--- src/core/otpc_pkg.sv ---
// constants, command codes and layouts for the otp option/crc command block
//==================================================================
// Summary of operation
// - command 0x34 runs a crc over the otp contents; busy high until done
// - command 0x35 returns the crc as two read bytes, high byte first
// - command 0x36 programs otp from option and user_identifier registers when clock_gate_flag_in is high; busy high throughout
// - command 0x37 takes ten parameter bytes A to J; byte A is zero (the code stores byte A as written and does not check it)
// - bytes B to E and F[3:0] pick display mode per waveform index; 1 is mode 2
// - F[6] enables alternating frames for mode 2, F[7] for mode 1
// - bytes G to J hold the module identifier and waveform version
// - all ten option bytes A to J can be written into otp
// - command 0x38 takes ten parameter bytes stored as the user identifier
`default_nettype none

package otpc_pkg;

  //==================================================================
  // command codes
  localparam logic [7:0] OTPC_CMD_CRC_CALC  = 8'h34;
  localparam logic [7:0] OTPC_CMD_CRC_READ  = 8'h35;
  localparam logic [7:0] OTPC_CMD_OTP_PROG  = 8'h36;
  localparam logic [7:0] OTPC_CMD_DISP_OPT  = 8'h37;
  localparam logic [7:0] OTPC_CMD_USER_IDENTIFIER   = 8'h38;

  //==================================================================
  // register sizes and layout
  localparam int         OTPC_PARAM_BYTES   = 10;
  localparam int         OTPC_OTP_BYTES     = 20;
  localparam logic [4:0] OTPC_LAST_PARAM    = 5'h09;
  localparam logic [4:0] OTPC_LAST_OTP      = 5'h13;
  localparam int         OTPC_MODE_FIRST    = 1;
  localparam int         OTPC_MODE_BITS     = 36;
  localparam int         OTPC_ALT_MODE2_BIT = 6;
  localparam int         OTPC_ALT_MODE1_BIT = 7;
  localparam int         OTPC_MODULE_FIRST  = 6;
  localparam int         OTPC_MODULE_BYTES  = 4;

  //==================================================================
  // reset values
  localparam logic [7:0]  OTPC_BYTE_RESET   = 8'h00;
  localparam logic [7:0]  OTPC_OTP_BLANK    = 8'h00;
  localparam logic [15:0] OTPC_CRC_RESET    = 16'h0000;

  //==================================================================
  // crc-16, polynomial x^16+x^12+x^5+1, preset all ones
  localparam logic [15:0] OTPC_CRC_POLY     = 16'h1021;
  localparam logic [15:0] OTPC_CRC_INIT     = 16'hFFFF;

  //==================================================================
  // timing: time to burn one otp byte
  localparam int          OTPC_CLK_MHZ       = 100;
  localparam int          OTPC_PROG_BYTE_NS  = 1000;
  localparam int          OTPC_PROG_CYCLES_I = (OTPC_PROG_BYTE_NS * OTPC_CLK_MHZ + 999) / 1000;
  localparam logic [11:0] OTPC_PROG_CYCLES   = 12'(OTPC_PROG_CYCLES_I);

  //==================================================================
  // types
  typedef enum logic [1:0] {
    OTPC_IDLE,
    OTPC_CRC_RUN,
    OTPC_PROG_RUN
  } otpc_state_type;

  typedef enum logic [1:0] {
    OTPC_TGT_NONE,
    OTPC_TGT_CRC,
    OTPC_TGT_OPT,
    OTPC_TGT_UID
  } otpc_target_type;

endpackage

`default_nettype wire

--- src/core/otpc_core.sv ---
// command decoder for otp crc check, crc readback, otp programming and option/user_identifier writes
`default_nettype none

module otpc_core
  import otpc_pkg::*;
(
  // clock and reset
  input  wire logic        clk_in,
  input  wire logic        srst_in,
  // byte stream from the serial front end, same clock
  input  wire logic        byte_strobe_in,
  input  wire logic        dc_sel_in,
  input  wire logic        rw_sel_in,
  input  wire logic [7:0]  wdata_in,
  // display update control state
  input  wire logic        clock_gate_flag_in,
  // status and read data
  output logic             busy_out,
  output logic [7:0]       rdata_out,
  output logic             rdata_valid_out,
  output logic [15:0]      crc_result_out,
  // decoded display option and user_identifier
  output logic [35:0]      display_mode_sel_out,
  output logic             alternating_frame_mode1_out,
  output logic             alternating_frame_mode2_out,
  output logic [31:0]      module_id_out,
  output logic [79:0]      display_option_out,
  output logic [79:0]      user_identifier_out
);

  //==================================================================
  // crc step over one byte
  function automatic logic [15:0] otpc_crc_byte(input logic [15:0] crc, input logic [7:0] data);
    logic [15:0] c;
    c = crc ^ {data, 8'h00};
    for (int b = 0; b < 8; b++) begin
      if (c[15]) begin
        c = {c[14:0], 1'b0} ^ OTPC_CRC_POLY;
      end else begin
        c = {c[14:0], 1'b0};
      end
    end
    return c;
  endfunction

  //==================================================================
  // storage
  otpc_state_type  state_q;
  otpc_state_type  state_d;
  otpc_target_type target_q;
  otpc_target_type target_d;
  logic [4:0]      idx_q;
  logic [4:0]      idx_d;
  logic [11:0]     wait_q;
  logic [11:0]     wait_d;
  logic [15:0]     crc_acc_q;
  logic [15:0]     crc_acc_d;
  logic [15:0]     crc_result_q;
  logic [15:0]     crc_result_d;
  logic [7:0]      rdata_q;
  logic [7:0]      rdata_d;
  logic            rvalid_q;
  logic            rvalid_d;
  logic [7:0]      opt_q [OTPC_PARAM_BYTES];
  logic [7:0]      uid_q [OTPC_PARAM_BYTES];
  logic [7:0]      otp_mem_q [OTPC_OTP_BYTES];

  //==================================================================
  // strobe decode
  wire logic       idle_w;
  wire logic       cmd_stb_w;
  wire logic       wr_stb_w;
  wire logic       rd_stb_w;
  wire logic       idx_in_param_w;
  wire logic       opt_wr_w;
  wire logic       uid_wr_w;
  wire logic       prog_tick_w;
  wire logic       prog_last_w;
  wire logic       crc_last_w;
  wire logic [7:0] prog_src_w;
  wire logic [4:0] uid_idx_w;
  wire logic [7:0] crc_byte_w;
  wire logic [15:0] crc_next_w;

  assign idle_w         = (state_q == OTPC_IDLE);
  // commands and data are dropped while busy; the host is expected to wait
  assign cmd_stb_w      = byte_strobe_in && !dc_sel_in && idle_w;
  assign wr_stb_w       = byte_strobe_in && dc_sel_in && !rw_sel_in && idle_w;
  assign rd_stb_w       = byte_strobe_in && dc_sel_in && rw_sel_in && idle_w;
  assign idx_in_param_w = (idx_q <= OTPC_LAST_PARAM);
  assign opt_wr_w       = wr_stb_w && (target_q == OTPC_TGT_OPT) && idx_in_param_w;
  assign uid_wr_w       = wr_stb_w && (target_q == OTPC_TGT_UID) && idx_in_param_w;
  assign prog_tick_w    = (state_q == OTPC_PROG_RUN) && (wait_q == OTPC_PROG_CYCLES - 12'h001);
  assign prog_last_w    = prog_tick_w && (idx_q == OTPC_LAST_OTP);
  assign crc_last_w     = (state_q == OTPC_CRC_RUN) && (idx_q == OTPC_LAST_OTP);
  assign uid_idx_w      = idx_q - 5'(OTPC_PARAM_BYTES);
  // option bytes fill the first half of the otp image, user_identifier the second
  assign prog_src_w     = idx_in_param_w ? opt_q[idx_q[3:0]] : uid_q[uid_idx_w[3:0]];
  assign crc_byte_w     = otp_mem_q[idx_q];
  assign crc_next_w     = otpc_crc_byte(crc_acc_q, crc_byte_w);

  //==================================================================
  // sequencer
  always_comb begin
    state_d      = state_q;
    target_d     = target_q;
    idx_d        = idx_q;
    wait_d       = wait_q;
    crc_acc_d    = crc_acc_q;
    crc_result_d = crc_result_q;
    rdata_d      = rdata_q;
    rvalid_d     = 1'b0;
    unique case (state_q)
      OTPC_IDLE: begin
        if (cmd_stb_w) begin
          idx_d    = 5'h00;
          wait_d   = 12'h000;
          target_d = OTPC_TGT_NONE;
          unique case (wdata_in)
            OTPC_CMD_CRC_CALC: begin
              state_d   = OTPC_CRC_RUN;
              crc_acc_d = OTPC_CRC_INIT;
            end
            OTPC_CMD_CRC_READ: begin
              target_d = OTPC_TGT_CRC;
            end
            OTPC_CMD_OTP_PROG: begin
              // without the clock gate the charge pump is off, so burning is refused
              if (clock_gate_flag_in) begin
                state_d = OTPC_PROG_RUN;
              end
            end
            OTPC_CMD_DISP_OPT: begin
              target_d = OTPC_TGT_OPT;
            end
            OTPC_CMD_USER_IDENTIFIER: begin
              target_d = OTPC_TGT_UID;
            end
            default: begin
              target_d = OTPC_TGT_NONE;
            end
          endcase
        end else if (wr_stb_w) begin
          if (idx_in_param_w) begin
            idx_d = idx_q + 5'h01;
          end
        end else if (rd_stb_w) begin
          rvalid_d = 1'b1;
          if (target_q == OTPC_TGT_CRC && idx_q == 5'h00) begin
            rdata_d = crc_result_q[15:8];
          end else if (target_q == OTPC_TGT_CRC && idx_q == 5'h01) begin
            rdata_d = crc_result_q[7:0];
          end else begin
            rdata_d = OTPC_BYTE_RESET;
          end
          if (idx_in_param_w) begin
            idx_d = idx_q + 5'h01;
          end
        end
      end
      OTPC_CRC_RUN: begin
        // one otp byte per cycle; busy stays high across all of them
        crc_acc_d = crc_next_w;
        idx_d     = idx_q + 5'h01;
        if (crc_last_w) begin
          crc_result_d = crc_next_w;
          state_d      = OTPC_IDLE;
          idx_d        = 5'h00;
        end
      end
      OTPC_PROG_RUN: begin
        if (prog_tick_w) begin
          wait_d = 12'h000;
          idx_d  = idx_q + 5'h01;
          if (prog_last_w) begin
            state_d = OTPC_IDLE;
            idx_d   = 5'h00;
          end
        end else begin
          wait_d = wait_q + 12'h001;
        end
      end
      default: begin
        state_d = OTPC_IDLE;
      end
    endcase
  end

  always_ff @(posedge clk_in) begin
    if (srst_in) begin
      state_q      <= OTPC_IDLE;
      target_q     <= OTPC_TGT_NONE;
      idx_q        <= 5'h00;
      wait_q       <= 12'h000;
      crc_acc_q    <= OTPC_CRC_RESET;
      crc_result_q <= OTPC_CRC_RESET;
      rdata_q      <= OTPC_BYTE_RESET;
      rvalid_q     <= 1'b0;
    end else begin
      state_q      <= state_d;
      target_q     <= target_d;
      idx_q        <= idx_d;
      wait_q       <= wait_d;
      crc_acc_q    <= crc_acc_d;
      crc_result_q <= crc_result_d;
      rdata_q      <= rdata_d;
      rvalid_q     <= rvalid_d;
    end
  end

  //==================================================================
  // option and user_identifier registers
  always_ff @(posedge clk_in) begin
    if (srst_in) begin
      for (int i = 0; i < OTPC_PARAM_BYTES; i++) begin
        opt_q[i] <= OTPC_BYTE_RESET;
        uid_q[i] <= OTPC_BYTE_RESET;
      end
    end else begin
      if (opt_wr_w) begin
        opt_q[idx_q[3:0]] <= wdata_in;
      end
      if (uid_wr_w) begin
        uid_q[idx_q[3:0]] <= wdata_in;
      end
    end
  end

  //==================================================================
  // otp image; reset stands in for a blank part in simulation
  always_ff @(posedge clk_in) begin
    if (srst_in) begin
      for (int i = 0; i < OTPC_OTP_BYTES; i++) begin
        otp_mem_q[i] <= OTPC_OTP_BLANK;
      end
    end else if (prog_tick_w) begin
      otp_mem_q[idx_q] <= prog_src_w;
    end
  end

  //==================================================================
  // field outputs
  genvar g;
  generate
    for (g = 0; g < OTPC_PARAM_BYTES; g++) begin : g_flat
      assign display_option_out[79 - 8*g -: 8]  = opt_q[g];
      assign user_identifier_out[79 - 8*g -: 8] = uid_q[g];
    end
    for (g = 0; g < 4; g++) begin : g_mode
      // byte B covers indices 7:0, up to byte E for 31:24
      assign display_mode_sel_out[8*g +: 8] = opt_q[OTPC_MODE_FIRST + g];
    end
    for (g = 0; g < OTPC_MODULE_BYTES; g++) begin : g_mod
      assign module_id_out[31 - 8*g -: 8] = opt_q[OTPC_MODULE_FIRST + g];
    end
  endgenerate

  assign display_mode_sel_out[35:32]  = opt_q[OTPC_MODE_FIRST + 4][3:0];
  assign alternating_frame_mode2_out  = opt_q[OTPC_MODE_FIRST + 4][OTPC_ALT_MODE2_BIT];
  assign alternating_frame_mode1_out  = opt_q[OTPC_MODE_FIRST + 4][OTPC_ALT_MODE1_BIT];

  //==================================================================
  // status
  assign busy_out        = !idle_w;
  assign rdata_out       = rdata_q;
  assign rdata_valid_out = rvalid_q;
  assign crc_result_out  = crc_result_q;

endmodule

`default_nettype wire

--- config.mk ---
export PLATFORM = sky130hd
export DESIGN_NAME = otpc_core
export DESIGN_NICKNAME = d
export VERILOG_FILES = /design/src/core/otpc_pkg.sv /design/src/core/otpc_core.sv
export SDC_FILE = /design/constraint.sdc
export NUM_CORES = 1
export LEC_CHECK = 0
export BUFFER_PORTS_ARGS = -buffer_cell sky130_fd_sc_hd__buf_2
export CORE_ASPECT_RATIO = 1.1
export CORE_MARGIN = 2
export CORE_UTILIZATION = 53
export CTS_CLUSTER_SIZE = 25
export DETAILED_ROUTE_END_ITERATION = 16
export PLACE_DENSITY = 0.84
export SLEW_MARGIN = 15
export SYNTH_ARGS = -nofsm -noshare
export SYNTH_HDL_FRONTEND = slang
export SYNTH_SLANG_ARGS = --single-unit
--- constraint.sdc ---
create_clock -name clk_in -period 3.6 [get_ports clk_in]
set_input_delay 0.36 -clock clk_in [delete_from_list [all_inputs] [get_ports clk_in]]
set_output_delay 0.36 -clock clk_in [all_outputs]
set_load 0.02 [all_outputs]
==> summary.md <==
| Metric | Value |
|---|---|
| Maximum clock path buffer count | `3` |
| Power Density | `496.4 nW/µm²` |
| Root buf cell | `clkbuf_16` |
| Register area share after synthesis | `65.35%` |
| First drt pass iteration count | `6` |
| Hold_ws | `0.2493 ns` |
| Top cell type's share of synthesized area | `60.11%` |
| Fin Setup TNS | `0 ns` |
| Die height | `234.4 µm` |
| Mean cell area of the mapped netlist | `13.34 µm²` |
| Worst-Margin Slew | `0.9760 ns` |
| Final Max Slew Viols | `0` |
| RSZ-0062 raised after global routing | `no` |
| Die width | `213.5 µm` |
| Global Route Usage Sum | `27.88%` |
| Max H-tree Level | `2` |
| Vias | `17554` |
| Largest net degree at the start of global routing | `58` |
| Post-Syn Area | `25580 µm²` |
| Layout Cells excl Fill | `2847` |
| Data required, critical path | `3.83 ns` |
| Critical Path Start Type | `flop` |
| DRT Wirelength | `70480 µm` |
| Register bit total from synthesis | `579` |
| Area grow syn2layout | `14.13%` |
| Most frequent cell after synthesis | `edfxtp_1` |
| Crit path from | `idx_q[2]$_SDFFE_PP0N_` |
| Core box area | `47720 µm²` |
| Synthesized instance count | `1918` |
| Maximum vdd drop | `0.0004631 V` |
| Fmax | `0.2831 GHz` |
| Final critical-path share of the clock period | `98.12%` |
| FFs w/ async S/R, synth | `0%` |
| Tot Pwr | `14.49 mW` |
| Slew margin rel. | `34.80%` |
| Detail Placement HPWL | `49010 µm` |
| Synth Flop Type | `edfxtp_1` |
| Vias in the first global route | `17222` |
| DP Area | `27440 µm²` |
| Reg2reg end | `otp_mem_q[29][1]$_DFFE_PP_` |
| Minimum clock period | `3.532 ns` |
| Clock latency on the worst-skew pair | `0.61 ns` |
| Initial antenna violation count | `1` |
| EDFF count, synth | `512` |
| CTS clk-pin slew, worst paths | `0.07 ns` |
| Post-synth net total | `1944` |
| Status | `complete, no violations` |
| First-pass GRT wire length | `103900 µm` |
| Peak fanout along the critical path | `12` |
| Final routed DRC violation total | `0` |
| Fin. Hold Viols | `0` |
| Syn. warnings | `0` |
| Register-to-Register Path Depth | `10` |
| Avg WL per Cell | `24.76 µm` |
| FF-to-FF setup slack | `0.07 ns` |
| Die ar. | `50040 µm²` |
| Clock Sink Count | `579` |
| Remaining antenna violation count | `0` |
| Yosys top cell by area | `edfxtp_1` |
| Max-cap viol count | `0` |
| DRT iter0 DRCs | `2417` |
| Filler Cell Count | `3374` |
| Total CTS buffers | `52` |
| Netlist cell types | `51` |
| Final Setup Violations | `0` |
| CTS tree | `done` |
| Final nets | `2186` |
| Hold buffers post-CTS | `0` |
| Setup bufs post-CTS | `0` |
| Placer Congestion | `0.9383` |
| Hold Path Class | `primary input to flop` |
| WP data arrival | `3.76 ns` |
| Clock Skews | `0.03196 ns` |
| CP endpoint kind | `flop` |
| Reg2reg start | `idx_q[2]$_SDFFE_PP0N_` |
| Row count | `84` |
| N_diodes | `0` |
| Post-layout instance area | `29190 µm²` |
| Dpl cells | `2751` |
| Layout cells sized above 1 | `23.98%` |
| Leak | `10.67 nW` |
| Worst Setup EP | `otp_mem_q[29][1]$_DFFE_PP_` |
| I/O pin total | `270` |
| CP Class | `flop to flop` |
| Via density | `6.166` |
| Top cells by count, synth | `512 x edfxtp_1, 426 x nor2_1, 146 x mux2i_1` |
| IO buf count | `269` |
| Synth area leaders | `edfxtp_1 60%, nor2_1 6.3%, mux2i_1 5.7%` |
| Grt ovf | `0` |
| Initial core utilization | `53.61%` |
==> power by group <==
group | switching, mW | internal [mW] | leakage, nW
Clock | 2.45 | 3.28 | 0.851
Combinational | 0.792 | 0.407 | 4.19
Sequential | 0.114 | 7.45 | 5.63
Total | 3.36 | 11.1 | 10.7
==> kinds of logic (layout without fill, tap and decap cells) <==
kind of cell,Yosys count,count (layout),share of synthesized area [%]
mux,210,210,11.35
fa+ha+maj,12,12,0.5870
buf+inv,210,494,4.613
simple gates,684,684,11.66
compound gates,186,186,5.033
flops,579,579,65.35
xor+xnor,37,37,1.409
==> worst min-delay path by stage <==
stage                              startpoint  cells past startpoint  slack, ns                              to
3_3_place_gp   crc_result_out[1]$_SDFFE_PP0P_                      2       0.47  crc_result_out[1]$_SDFFE_PP0P_
2_1_floorplan        target_q[1]$_SDFFE_PP0P_                      2       0.46        target_q[1]$_SDFFE_PP0P_
3_5_place_dp   crc_result_out[1]$_SDFFE_PP0P_                      2       0.48  crc_result_out[1]$_SDFFE_PP0P_
6_report                          wdata_in[1]                      4       0.25         state_q[1]$_SDFFE_PP0P_
4_1_cts                           wdata_in[1]                      4       0.23         state_q[1]$_SDFFE_PP0P_
5_1_grt                           wdata_in[1]                      4       0.26         state_q[1]$_SDFFE_PP0P_
==> cells in the final DEF, fill, tap and decap left out, drive strengths merged, types with 2 or more instances in the layout <==
master / n
mux4: 64
edfxtp: 512
ha: 12
a22oi: 75
buf: 361
clkinv: 20
a21oi: 47
nor3b: 3
bufinv: 8
nand4: 14
a21o: 3
and3: 11
nand3: 31
nor3: 17
xor2: 14
nor2: 426
nor4: 7
o21bai: 3
nand3b: 2
inv: 39
clkbuf: 65
xnor2: 22
a211o: 2
o22ai: 3
a211oi: 34
mux2i: 146
nand2b: 41
nor2b: 23
and2: 8
dfxtp: 67
or4: 2
or3: 6
nand2: 87
a31oi: 3
o21ai: 13
nor4b: 2
==> metal layers <==
metal  vias to the layer above  wire, µm  global-route usage (%)
li1                       7425         -                       -
met5                         -        14                       0
met1                      8610     23750                   34.20
met3                       260      7348                   4.843
met4                         2      3796                   13.69
met2                      1257     35570                   47.96
==> per-stage QoR <==
| stage | setup WS, ns | util, % |
|---|---|---|
| floorplan | -0.006352 | - |
| global placement | 0.3734 | 57.51 |
| detailed placement | 0.2259 | 57.51 |
| CTS | 0.1591 | 61.14 |
| global route | 0.02585 | 61.18 |
| finish | 0.06764 | 61.18 |
==> sequential cells by signal, summed over array words and instances, names as in the netlist, named ones only <==
name and flops:
crc_result_out 16, rdata_out 8, rdata_valid_out 1, uid_q 128
wait_q 12, target_q 2, crc_acc_q 16, opt_q 128
state_q 2, idx_q 5, otp_mem_q 256
==> cell type report <==
| class | count | area, µm² | share of cell area (%) |
|---|---|---|---|
| Inverter | 37 | 138.9 | 0.4757 |
| Multi-Input combinational cell | 1129 | 7712 | 26.42 |
| Tap cell | 645 | 807.0 | 2.764 |
| Clock buffer | 65 | 1370 | 4.693 |
| Sequential cell | 579 | 16730 | 57.29 |
| Timing Repair Buffer | 361 | 2074 | 7.106 |
| Clock inverter | 31 | 365.4 | 1.251 |
==> timing repair <==
item,CTS,global route
hold endpoints to repair,0,0
resized for setup,0,3
endpoints found under the setup margin,0,40
==> critical path, stage by stage (launching register included) <==
cell	delay [ns]
dfxtp_1	0.34
inv_1	0.10
ha_1	0.38
buf_4	0.19
buf_4	0.23
mux2i_1	0.36
nand2_1	0.11
o21ai_0	0.27
nor2_1	0.13
a21oi_2	0.65
inv_1	0.39
Note: power is estimated with default switching activity, not from simulation.
